## src/pkg/olr_regs.vh

```
`ifndef OLR_REGS_VH
`define OLR_REGS_VH

// register width and implemented field span
`define OLR_REG_WIDTH        32
`define OLR_CTRL_WIDTH       12

// reset value of the implemented control bits
`define OLR_CTRL_RESET       12'h000

// field positions
`define OLR_LOOP_A_POWER_SOURCE_SEL  0
`define OLR_SYNTH_LOOP_A             1
`define OLR_LOOP_B_POWER_GATE        2
`define OLR_SYNTH_LOOP_B             3
`define OLR_LOOP_A_REF_CHOICE_GATE   4
`define OLR_LOOP_A_REF_CHOICE        5
`define OLR_LOOP_B_REF_CHOICE_GATE   6
`define OLR_LOOP_B_REF_CHOICE        7
`define OLR_DRIVER_A_SOURCE_SEL      8
`define OLR_CLOCK_DRIVER_A_EN        9
`define OLR_DRIVER_B_SOURCE_SEL      10
`define OLR_CLOCK_DRIVER_B_EN        11

// reference choice encoding
`define OLR_REF_ONE          1'b0
`define OLR_REF_TWO          1'b1

`endif

```

## src/verilog/olr_ctrl.v

```verilog
`include "olr_regs.vh"
`default_nettype none

module olr_ctrl (
	// clock and reset
	input  wire                        clk,
	input  wire                        reset_n,
	// register access
	input  wire                        regWrEn,
	input  wire [`OLR_REG_WIDTH-1:0]   regWrData,
	output reg  [`OLR_REG_WIDTH-1:0]   regRdData,
	// pins
	input  wire                        driverAEnablePin,
	input  wire                        driverBEnablePin,
	input  wire                        loopAPowerdownPin,
	// controls to the analog section
	output reg                         clockDriverAOn,
	output reg                         clockDriverBOn,
	output reg                         synthLoopAOn,
	output reg                         synthLoopBOn,
	output reg                         loopARefSel,
	output reg                         loopBRefSel
);

	// pin-mirrored fields: 0 loop a power, 1 driver a, 2 driver b
	localparam integer RO_COUNT = 3;

	// output values held during reset
	localparam [`OLR_REG_WIDTH-1:0] RD_RESET     = 32'h00000000;
	localparam [0:0]                DRV_A_RESET  = 1'h0;
	localparam [0:0]                DRV_B_RESET  = 1'h0;
	localparam [0:0]                LOOP_A_RESET = 1'h0;
	localparam [0:0]                LOOP_B_RESET = 1'h0;
	localparam [0:0]                REF_A_RESET  = `OLR_REF_ONE;
	localparam [0:0]                REF_B_RESET  = `OLR_REF_ONE;

	// register image, its next value and its read view
	reg  [`OLR_CTRL_WIDTH-1:0] ctrl_reg;
	reg  [`OLR_CTRL_WIDTH-1:0] ctrl_next;
	reg  [`OLR_CTRL_WIDTH-1:0] view;

	// per-field helpers for the pin-mirrored bits
	wire [RO_COUNT-1:0]        roPin;
	wire [RO_COUNT-1:0]        roSelStored;
	wire [RO_COUNT-1:0]        roEnStored;
	wire [RO_COUNT-1:0]        roSelWritten;
	wire [RO_COUNT-1:0]        roEnWritten;
	wire [RO_COUNT-1:0]        roEnKept;
	wire [RO_COUNT-1:0]        roLive;

	// live control sources
	wire                       loopBLive;
	wire                       loopALive;
	wire                       drvASrc;
	wire                       drvBSrc;
	wire                       refALive;
	wire                       refBLive;

	// next values of the output flops
	reg  [`OLR_REG_WIDTH-1:0]  regRdData_next;
	reg                        clockDriverAOn_next;
	reg                        clockDriverBOn_next;
	reg                        synthLoopAOn_next;
	reg                        synthLoopBOn_next;
	reg                        loopARefSel_next;
	reg                        loopBRefSel_next;

	genvar gi;

	// select 1 takes the register bit, select 0 the pin
	function olr_pick;
		input sel;
		input regBit;
		input pinLevel;
		begin
			if (sel)
				olr_pick = regBit;
			else
				olr_pick = pinLevel;
		end
	endfunction

	// gate 1 passes the choice, gate 0 forces the fallback
	function olr_gate;
		input gate;
		input choice;
		input fallback;
		begin
			if (gate)
				olr_gate = choice;
			else
				olr_gate = fallback;
		end
	endfunction

	// enable bit position of pin-mirrored field idx
	function integer olr_ro_en_pos;
		input integer idx;
		begin
			case (idx)
				0:       olr_ro_en_pos = `OLR_SYNTH_LOOP_A;
				1:       olr_ro_en_pos = `OLR_CLOCK_DRIVER_A_EN;
				default: olr_ro_en_pos = `OLR_CLOCK_DRIVER_B_EN;
			endcase
		end
	endfunction

	// select bit position of pin-mirrored field idx
	function integer olr_ro_sel_pos;
		input integer idx;
		begin
			case (idx)
				0:       olr_ro_sel_pos = `OLR_LOOP_A_POWER_SOURCE_SEL;
				1:       olr_ro_sel_pos = `OLR_DRIVER_A_SOURCE_SEL;
				default: olr_ro_sel_pos = `OLR_DRIVER_B_SOURCE_SEL;
			endcase
		end
	endfunction

	// pins in field order
	assign roPin = {driverBEnablePin, driverAEnablePin, loopAPowerdownPin};

	// one slice per pin-mirrored field
	generate
		for (gi = 0; gi < RO_COUNT; gi = gi + 1) begin : g_ro
			assign roSelStored[gi]  = ctrl_reg[olr_ro_sel_pos(gi)];
			assign roEnStored[gi]   = ctrl_reg[olr_ro_en_pos(gi)];
			assign roSelWritten[gi] = regWrData[olr_ro_sel_pos(gi)];
			assign roEnWritten[gi]  = regWrData[olr_ro_en_pos(gi)];
			// written select 0 drops the written enable bit
			assign roEnKept[gi]     = olr_pick(roSelWritten[gi], roEnWritten[gi], roEnStored[gi]);
			assign roLive[gi]       = olr_pick(roSelStored[gi], roEnStored[gi], roPin[gi]);
		end
	endgenerate

	// stored bits; enable bits read-only under the written select keep their value
	always @* begin
		ctrl_next = ctrl_reg;
		if (regWrEn) begin
			ctrl_next = regWrData[`OLR_CTRL_WIDTH-1:0];
			ctrl_next[`OLR_SYNTH_LOOP_A]      = roEnKept[0];
			ctrl_next[`OLR_CLOCK_DRIVER_A_EN] = roEnKept[1];
			ctrl_next[`OLR_CLOCK_DRIVER_B_EN] = roEnKept[2];
		end
	end

	always @(posedge clk or negedge reset_n) begin
		if (!reset_n) begin
			ctrl_reg <= `OLR_CTRL_RESET;
		end else begin
			ctrl_reg <= ctrl_next;
		end
	end

	// live control sources
	assign loopBLive = olr_gate(ctrl_reg[`OLR_LOOP_B_POWER_GATE], ctrl_reg[`OLR_SYNTH_LOOP_B],
		1'h0);
	assign loopALive = roLive[0];
	assign drvASrc   = roLive[1];
	assign drvBSrc   = roLive[2];
	assign refALive  = olr_gate(ctrl_reg[`OLR_LOOP_A_REF_CHOICE_GATE], ctrl_reg[`OLR_LOOP_A_REF_CHOICE],
		`OLR_REF_ONE);
	assign refBLive  = olr_gate(ctrl_reg[`OLR_LOOP_B_REF_CHOICE_GATE], ctrl_reg[`OLR_LOOP_B_REF_CHOICE],
		`OLR_REF_ONE);

	// read view: pin levels replace bits in read-only state
	always @* begin
		view = ctrl_reg;
		view[`OLR_SYNTH_LOOP_A]      = roLive[0];
		view[`OLR_CLOCK_DRIVER_A_EN] = roLive[1];
		view[`OLR_CLOCK_DRIVER_B_EN] = roLive[2];
	end

	// upper fields not implemented, read 0
	always @* begin
		regRdData_next = {{(`OLR_REG_WIDTH-`OLR_CTRL_WIDTH){1'b0}}, view};
	end

	// driver a needs loop b running
	always @* begin
		if (loopBLive)
			clockDriverAOn_next = drvASrc;
		else
			clockDriverAOn_next = 1'h0;
	end

	// driver b needs loop b running
	always @* begin
		if (loopBLive)
			clockDriverBOn_next = drvBSrc;
		else
			clockDriverBOn_next = 1'h0;
	end

	// loop a power
	always @* begin
		synthLoopAOn_next = loopALive;
	end

	// loop b power
	always @* begin
		synthLoopBOn_next = loopBLive;
	end

	// loop a reference
	always @* begin
		if (ctrl_reg[`OLR_LOOP_A_REF_CHOICE_GATE])
			loopARefSel_next = refALive;
		else
			loopARefSel_next = `OLR_REF_ONE;
	end

	// loop b reference
	always @* begin
		if (ctrl_reg[`OLR_LOOP_B_REF_CHOICE_GATE])
			loopBRefSel_next = refBLive;
		else
			loopBRefSel_next = `OLR_REF_ONE;
	end

	// read view
	always @(posedge clk or negedge reset_n) begin
		if (!reset_n) begin
			regRdData <= RD_RESET;
		end else begin
			regRdData <= regRdData_next;
		end
	end

	// driver a on
	always @(posedge clk or negedge reset_n) begin
		if (!reset_n) begin
			clockDriverAOn <= DRV_A_RESET;
		end else begin
			clockDriverAOn <= clockDriverAOn_next;
		end
	end

	// driver b on
	always @(posedge clk or negedge reset_n) begin
		if (!reset_n) begin
			clockDriverBOn <= DRV_B_RESET;
		end else begin
			clockDriverBOn <= clockDriverBOn_next;
		end
	end

	// loop a on
	always @(posedge clk or negedge reset_n) begin
		if (!reset_n) begin
			synthLoopAOn <= LOOP_A_RESET;
		end else begin
			synthLoopAOn <= synthLoopAOn_next;
		end
	end

	// loop b on
	always @(posedge clk or negedge reset_n) begin
		if (!reset_n) begin
			synthLoopBOn <= LOOP_B_RESET;
		end else begin
			synthLoopBOn <= synthLoopBOn_next;
		end
	end

	// loop a reference select
	always @(posedge clk or negedge reset_n) begin
		if (!reset_n) begin
			loopARefSel <= REF_A_RESET;
		end else begin
			loopARefSel <= loopARefSel_next;
		end
	end

	// loop b reference select
	always @(posedge clk or negedge reset_n) begin
		if (!reset_n) begin
			loopBRefSel <= REF_B_RESET;
		end else begin
			loopBRefSel <= loopBRefSel_next;
		end
	end

endmodule // olr_ctrl

`default_nettype wire
```

## config.mk

```make
export PLATFORM = sky130hd
export DESIGN_NAME = olr_ctrl
export DESIGN_NICKNAME = d
export VERILOG_FILES = /design/src/verilog/olr_ctrl.v
export VERILOG_INCLUDE_DIRS = /design/src /design/src/pkg
export SDC_FILE = /design/constraint.sdc
export NUM_CORES = 1
export LEC_CHECK = 0
export BUFFER_PORTS_ARGS = -buffer_cell sky130_fd_sc_hd__buf_4
export CAP_MARGIN = 10
export CORE_ASPECT_RATIO = 0.7
export CORE_MARGIN = 3
export CORE_UTILIZATION = 40
export DETAILED_ROUTE_END_ITERATION = 6
export GPL_TIMING_DRIVEN = 0
export PLACE_DENSITY_LB_ADDON = 0.05
export SYNTH_ARGS = -nofsm -noshare
export SYNTH_HDL_FRONTEND = slang
export SYNTH_SLANG_ARGS = --single-unit
```

## constraint.sdc

```tcl
create_clock -name clk -period 1.18 [get_ports clk]
set_input_delay 0.059 -clock clk [delete_from_list [all_inputs] [get_ports clk]]
set_output_delay 0.059 -clock clk [all_outputs]
set_load 0.03 [all_outputs]
```

Word-level counts from Yosys, hierarchy flattened
Cells that the tools add are included.
Storage, ports and cells
  output and inout port bits: 38
  word-level logic and storage cells: 22
  register bits after elaboration: 30
  input port bits: 38
Cells by class
  mux-type cells: 8
  reductions and logical operators: 3
Operators by type and width (count)
  $mux W1: 8
  $reduce_and A2 Y1: 3

Longest topological paths before layout
Gate-level depths: netlist of run 1.
  depth in word-level cells: 2
  mapped depth: 3
  gate-level depth less buffers: 2

Least setup slack after synthesis of run 1
OpenSTA, ideal clock, no wires.
  kind: register to register
  from: reg ctrl_reg[8]
  to: reg clockDriverAOn
  stages on the path, launching flop included: 3
  arrival time: 790 ps
  period minus slack after synthesis: 908 ps
  slack: 272 ps
  cells stage by stage: dfrtp_1 > mux2_2 > nor2b_1
Between the ends
  cells in the longest elaborated chain, start to end: 2
Ends and longest elaborated chain
  start: declaration: line olr_ctrl.v:38  | reg [`OLR_CTRL_WIDTH-1:0] ctrl_reg;
  start signal: assignment: line olr_ctrl.v:149  | ctrl_reg <= `OLR_CTRL_RESET;
  start signal: assignment: line olr_ctrl.v:151  | ctrl_reg <= ctrl_next;
  $mux W1: line olr_ctrl.v:76  | if (sel)
  net drvASrc: line olr_ctrl.v:54  | wire drvASrc;
  $mux W1: line olr_ctrl.v:181  | if (loopBLive)
  net clockDriverAOn_next: line olr_ctrl.v:61  | reg clockDriverAOn_next;
  end signal: assignment: line olr_ctrl.v:235  | clockDriverAOn <= clockDriverAOn_next;
  end: declaration: line olr_ctrl.v:17  | output reg clockDriverAOn,
The timed path passes the listed nets, and every way through them passes these cells.
A chain may end at the register's enable or synchronous reset.

Final worst setup path of run 1
  from: reg regRdData[1]
  to: out regRdData[1]
RTL lines
  start: declaration: line olr_ctrl.v:11  | output reg [`OLR_REG_WIDTH-1:0] regRdData,
  start signal: assignment: line olr_ctrl.v:226  | regRdData <= regRdData_next;
No word-level cell between the ends.

==> results of run 1 <==
[layout make-up]
type / count / area [um2]
Inverter: 4 / 15.0
Clock inverter: 1 / 5.00
Fill cell: 215 / 950
Tap cell: 34 / 42.5
Buffer: 22 / 169
Multi-Input combinational cell: 43 / 277
Sequential cell: 29 / 726
Clock buffer: 7 / 96.3
Timing Repair Buffer: 36 / 273
[worst max path at each step]
| stage | from | to | slack (ns) | depth (start not counted) |
|---|---|---|---|---|
| floorplan | ctrl_reg[8] | clockDriverAOn | 0.27 | 2 |
| detailed placement | ctrl_reg[10] | clockDriverBOn | 0.22 | 2 |
| finish | regRdData[1] | regRdData[1] | 0.19 | 2 |
| CTS | regRdData[1] | regRdData[1] | 0.18 | 2 |
| global placement | ctrl_reg[10] | clockDriverBOn | 0.24 | 2 |
| global route | regRdData[1] | regRdData[1] | 0.14 | 2 |
[cells in the final DEF, fill, tap and decap left out]
cell,synthesis,final
dfrtp_1,29,29
nor2b_1,2,2
nand2_1,3,3
o21ai_0,3,3
nand2_4,1,1
clkinv_2,0,1
dlygate4sd3_1,0,1
and2_1,2,2
conb_1,1,20
clkbuf_8,0,7
buf_6,1,1
mux2_2,11,11
buf_4,21,56
mux2_4,1,1
inv_1,4,4
[where the power goes]
group | switching [mW] | internal, mW | total, mW
logic | 0.309 | 0.229 | 0.539
registers | 0.0470 | 1.10 | 1.15
clock network | 0.334 | 0.525 | 0.859
total | 0.690 | 1.85 | 2.54
[worst reg2reg max path: cells and delay by family (launching register included)]
family	cells	cell delay, ns
AND/OR/NAND/NOR	1	0.13
multiplexers	1	0.35
flip-flops	1	0.37
[kinds of logic after synthesis]
kind of cell | count (synthesis) | synth area share, %
flip-flops | 29 | 65.1
buffers and inverters | 26 | 16.5
multiplexers | 12 | 12.5
AND/OR/NAND/NOR | 8 | 4.26
AO/OA/AOI/OAI | 3 | 1.35
other | 1 | 0.336
[metal layers]
layer | vias up | GRT usage [%]
met5 | - | 0
met4 | 0 | 6.82
met3 | 5 | 8.40
met2 | 40 | 18.4
met1 | 298 | 11.9
li1 | 330 | -
==> results.txt, run 1 <==
Global routing used 11.9% of the available tracks across all layers. For hold timing, the worst endpoint is ctrl_reg[11]. By area the synthesized netlist is led by dfrtp_1 65%, buf_4 14%, mux2_2 11%. The first-pass GRT wire length came out at 3040 um. The post-route DRC violation count is 0. Setup repair after global routing left no endpoint under its margin. The minimum setup slack among reg-to-reg paths is 0.22 ns.

The level count of the clock H-tree came out at 2. The leakage power summed over all cells came out at 0.864 nW. Timing would allow up to 1010 MHz. The count of max-cap constraint violations is 0. In this run the standard cell core region covers 2550 um2.

The met2 wire length is 843 um. The count of cells resized by post-cts repair came out at 0. The number of distinct library cells after synthesis came out at 12. Sequential cells were found to cover 65.1% of the synthesized design area. TritonCTS built the clock tree. The total I/O pin count came out at 76. The worst hold path begins at regWrData[11].

The cell taking the most area after synthesis is dfrtp_1. The floorplan step set the die width to 69.1 um. Power spread over the standard cell area amounts to 1590 nW/um2. Counting stages on the worst path, the most repeated cell is buf_4. In the routed layout, each cell is associated on average with a via count of 3.82. Counting every instance in the synthesized netlist gives 79. The number of sinks handled by clock tree synthesis is 29. The final critical path time including I/O delays and setup is 0.988 ns. The final core utilization came out at 62.8%. The worst hold path stage count is 2.

The synthesized area per cell is 14.1 um2. Ranked by instance count, the synthesized netlist is headed by 29 x dfrtp_1, 21 x buf_4, 11 x mux2_2. Clock-pin slew was measured on the worst setup and hold paths at 0.06 ns. The cell chosen for the clock root is clkbuf_8.

The maximum net fanout on the critical path is 2. The share of the clock period used by the worst path is 83.7%. The setup fix buffers added after clock tree synthesis came out at 0. Excluding fillers, the count of instances in the completed layout stands at 176. The final count of hold timing violations is 0.

The kind of cell with the highest combined delay along the critical path is flip-flops. Setup slack on the critical path of the routed design comes to 0.192 ns. On the final layout, the worst hold slack is 0.0156 ns. The clock passes through at most 2 buffers. The first TritonRoute pass finished after 4 iterations. The average wire length per cell after detail routing came out at 10.2 um. The number of buffer cells added on primary ports came out at 35.

With fillers left out, the area of the finished cells amounts to 1600 um2. Routed signal wires occupy layers up through met4. In the synthesized netlist the dominant register cell turns out to be dfrtp_1. The startpoint class of the critical path is a flip-flop.

The number of clock buffers inserted by TritonCTS came out at 5. The largest net degree at the start of global routing came out at 30. The die area is 3470 um2. The count of cells along the worst register-to-register path is 2.

The initial detailed-routing violation count is 19. The number of enable flip-flop cells after synthesis came out at 0. The fraction of layout cells with a size suffix above 1 came out at 54.9%. The quantity of hold-fixing buffers added after cts came out at 1. The top-area cell type share of the netlist area is 65.1%. The worst setup path is captured at an output port. The flow ran to the end, and the final reports show no timing, DRC or antenna violations.

The endpoint identified for the worst register-to-register timing path is clockDriverBOn. Detailed routing placed a total of 247 um of wire on met3. The via count of the routed design came out at 673. The initial standard-cell utilization of the core is 43.7%.

The arrival time at the worst endpoint came out at 0.93 ns. The setup TNS came out at 0 ns. The tightest min-delay check is of the input pin to flip-flop type. In this run the cell area measured after placement is 1490 um2. The total standard cell area after synthesis came out at 1110 um2. Relative to the synthesized area, the layout overhead comes to 43.8%. The final-report setup violation count is 0.

The worst setup path is of the flip-flop to output port kind. The total power of the final layout is 2.54 mW. The routability congestion estimate from global placement came out at 0.637.

VDD sags by at most 933 uV. The clock arrives with 0.00186 ns of skew. The sum of buffers and inverters on the critical path came out at 2.

After detailed placement, the design holds a cell count of 167. The number of nets with antenna violations after routing is 0. Walking the worst path, the cells encountered are buf_4, buf_4. The final wirelength came out at 1790 um.

The largest single stage delay on the critical path is 0.37 ns. The HPWL reported at the end of detailed placement came out at 1350 um. The wire length on met1 came out at 674 um. The critical register-to-register path startpoint is ctrl_reg[10]. The max-slew violation total from the final report is 0. The critical path required time is 1.12 ns. The synthesis-stage register bit count came out at 29. The floorplan die height came out at 50.2 um. For this run the aggregate overflow at the end of global routing stands at 0.

Among all stages on the critical path, the largest delay is contributed by dfrtp_1. The cell with the most instances after synthesis is dfrtp_1. The number of antenna violations at the first check in global routing is 0. The pre-CTS setup slack came out at 0.220 ns.

The floorplan has 15 rows. During synthesis, Yosys emitted a total of 0 warnings. The antenna diode count is 0. Counting flops with an async set or reset pin after synthesis yields a share of 100%.

The via count of the first global-routing pass is 696. At the end of the flow, the number of nets in the layout was 179. The latest clock arrival within the worst-skew pair came out at 0.27 ns.
No activity file was read; power rests on OpenSTA's default activity.
==> run 2, diff against run 1 <==
Clock period 1.18 ns to 0.97 ns, I/O delays scaled along.
==> results.txt, run 2 (synthesis results as in run 1) <==
The pre-CTS setup slack was 0.00970 ns (was 0.220 ns). Based on the critical path, the design can be clocked at up to 1050 MHz. The fraction of layout cells with a size suffix above 1 came out at 53.8% (was 54.9%).

The count of standard-cell rows is 15 (unchanged). The share of the clock period used by the worst path came out at 97.8%. The kind of end point of the critical path is a flip-flop (was output port).

The first-pass GRT wire length came out at 3140 um (was 3040 um). The part of the power in combinational logic came out at 21.6% (was 21.2%). The cell chosen for the clock root is clkbuf_8 (unchanged).

The die extent in x is 69.1 um (unchanged). The minimum setup slack among reg-to-reg paths was 0.02 ns (was 0.22 ns). The floorplan die height came out at 50.2 um (unchanged). The via density per instance is 3.87 (was 3.82). The largest net degree at the start of global routing came out at 30 (unchanged). The post-route DRC violation count came out at 0 (unchanged). The total power of the final layout came out at 3.12 mW (was 2.54 mW).

The post-route clock skew came out at 0.00234 ns (was 0.00186 ns). The number of antenna violations at the first check in global routing came out at 0 (unchanged). The maximum count of clock buffers along a single path was 2 (unchanged). The overall routing resource usage is 12.3% (was 11.9%). The critical path required time is 1.13 ns (was 1.12 ns). The latest clock arrival within the worst-skew pair is 0.27 ns (about the same). The reported net switching power is 0.850 mW (was 0.690 mW). The most common library cell in the layout ignoring fill and taps was buf_4 (unchanged). The average wire length per cell after detail routing is 10.4 um (was 10.2 um). The total power divided by cell area is 1900 nW/um2 (was 1590 nW/um2). The count of filler cells inserted in the layout is 209 (was 215).

The number of clock buffers inserted by TritonCTS came to 5 (unchanged). The total I/O pin count is 76 (unchanged). Unrepaired setup endpoints after global routing: yes (was no).

The setup TNS came out at 0 ns (unchanged). The number of cells in the design after placement was 167 (unchanged). The arrival time at the worst endpoint came to 1.11 ns (was 0.93 ns). The clock-pin slew on the worst setup and hold paths came out at 0.06 ns (about the same). The via count of the first global-routing pass came out at 718 (was 696). The type of the tightest min-delay check is input pin to flip-flop (unchanged). The length of the first detailed-routing pass in iterations came out at 2 (was 4). The leakage power summed over all cells came out at 0.886 nW (was 0.864 nW). The level count of the clock H-tree is 2 (unchanged).

Result of the run: finished, final reports clean (unchanged). The layout-stage area growth over the synthesis result came out at 47.5% (was 43.8%). The HPWL reported at the end of detailed placement came out at 1350 um (unchanged). The number of sinks handled by clock tree synthesis came out at 29 (unchanged). The final layout net count came out at 182 (was 179). The final wirelength came out at 1870 um (was 1790 um). The final critical path time including I/O delays and setup came out at 0.949 ns.

The antenna diode count is 0 (unchanged). The clock share of power came out at 33.7% (was 33.8%). The number of buffer cells added on primary ports came to 35 (unchanged). The initial detailed-routing violation count was 18 (was 19).

The maximum ir drop on the vdd rail is 1130 uV (was 933 uV). The initial standard-cell utilization of the core came out at 43.7% (unchanged). The routability congestion estimate from global placement came to 0.637 (unchanged). The worst hold margin was 0.0133 ns (was 0.0156 ns). The CTS tree is yes (unchanged). The die area is 3470 um2 (unchanged). The startpoint class of the critical path is a flip-flop (unchanged). The number of nets with antenna violations after routing was 0 (unchanged). The final-report setup violation count is 0 (unchanged). The non-filler instance count after layout came to 179 (was 176).

The count of max-cap constraint violations is 0 (unchanged). The remaining global-route overflow is 0 (unchanged). Highest-count cells in the layout ignoring fill and taps: 55 x buf_4, 29 x dfrtp_1, 20 x conb_1 (was 56 x buf_4, 29 x dfrtp_1, 20 x conb_1).

The switching share of power is 27.2% (was 27.1%). The type of the worst setup path was flip-flop to flip-flop (was flip-flop to output port). The cell-internal power is 2.27 mW (was 1.85 mW).

The part of the total power dissipated in sequential elements came out at 44.7% (was 45.1%). The maximum net fanout on the critical path was 3 (was 2). The via count of the routed design came out at 693 (was 673). The area of the placeable core is 2550 um2 (unchanged). The final worst setup slack came out at 0.0211 ns (was 0.192 ns). The max-slew violation total from the final report came out at 0 (unchanged). The final count of hold timing violations came out at 0 (unchanged).
## run 2: path summary, 6_finish.rpt
check                            endpoint  cells past startpoint    startpoint
min in group asynchronous    synthLoopBOn                      2       reset_n
min                           ctrl_reg[6]                      2  regWrData[6]
max                        clockDriverBOn                      2  ctrl_reg[10]
max in group asynchronous     ctrl_reg[1]                      2       reset_n
min reg2reg                  regRdData[3]                      0   ctrl_reg[3]
max reg2reg                clockDriverBOn                      2  ctrl_reg[10]
## run 2: critical path, stage by stage, from the launching register on
cell	delay (ns)
dfrtp_1	0.40
mux2_4	0.31
nor2b_1	0.13
## run 2: metrics by stage
stage | util, % | area, um2
after CTS | 63.7 | 1630
after floorplan | - | 1190
final | 64.4 | 1640
after global placement | 58.4 | 1490
after detailed placement | 58.4 | 1490
after global routing | 64.4 | 1640
## run 2: layout make-up
type	count	area [um2]	share of cell area [%]
repair buffers	40	314	19.1
multi-input cells	43	284	17.3
plain buffers	21	161	9.82
well taps	34	42.5	2.59
clock inverters	1	5.00	0.304
clock buffers	7	96.3	5.86
flip-flops and latches	29	726	44.1
inverters	4	15.0	0.913
## run 2: repair_timing
item	in CTS	in global routing
resized for setup	1	2
setup endpoints to repair	1	3
endpoints found under the hold margin	31	1
buffers inserted	0	1
hold buffers	3	1
## run 2: power by group through the flow
| stage | logic (mW) | registers (mW) | clock network (mW) |
|---|---|---|---|
| 2_1_floorplan | 0.287 | 1.55 | 0 |
| 3_5_place_dp | 0.656 | 1.42 | 0 |
| 5_1_grt | 0.722 | 1.41 | 1.16 |
| 3_3_place_gp | 0.650 | 1.41 | 0 |
| 6_report | 0.675 | 1.40 | 1.05 |
| 4_1_cts | 0.671 | 1.40 | 1.09 |
## run 2: layer usage
| layer | share of wire [%] | GRT usage (%) |
|---|---|---|
| met2 | 48 | 19.3 |
| met3 | 13 | 8.40 |
| met5 | 0 | 0 |
| met1 | 36 | 12.1 |
| met4 | 2.4 | 6.82 |
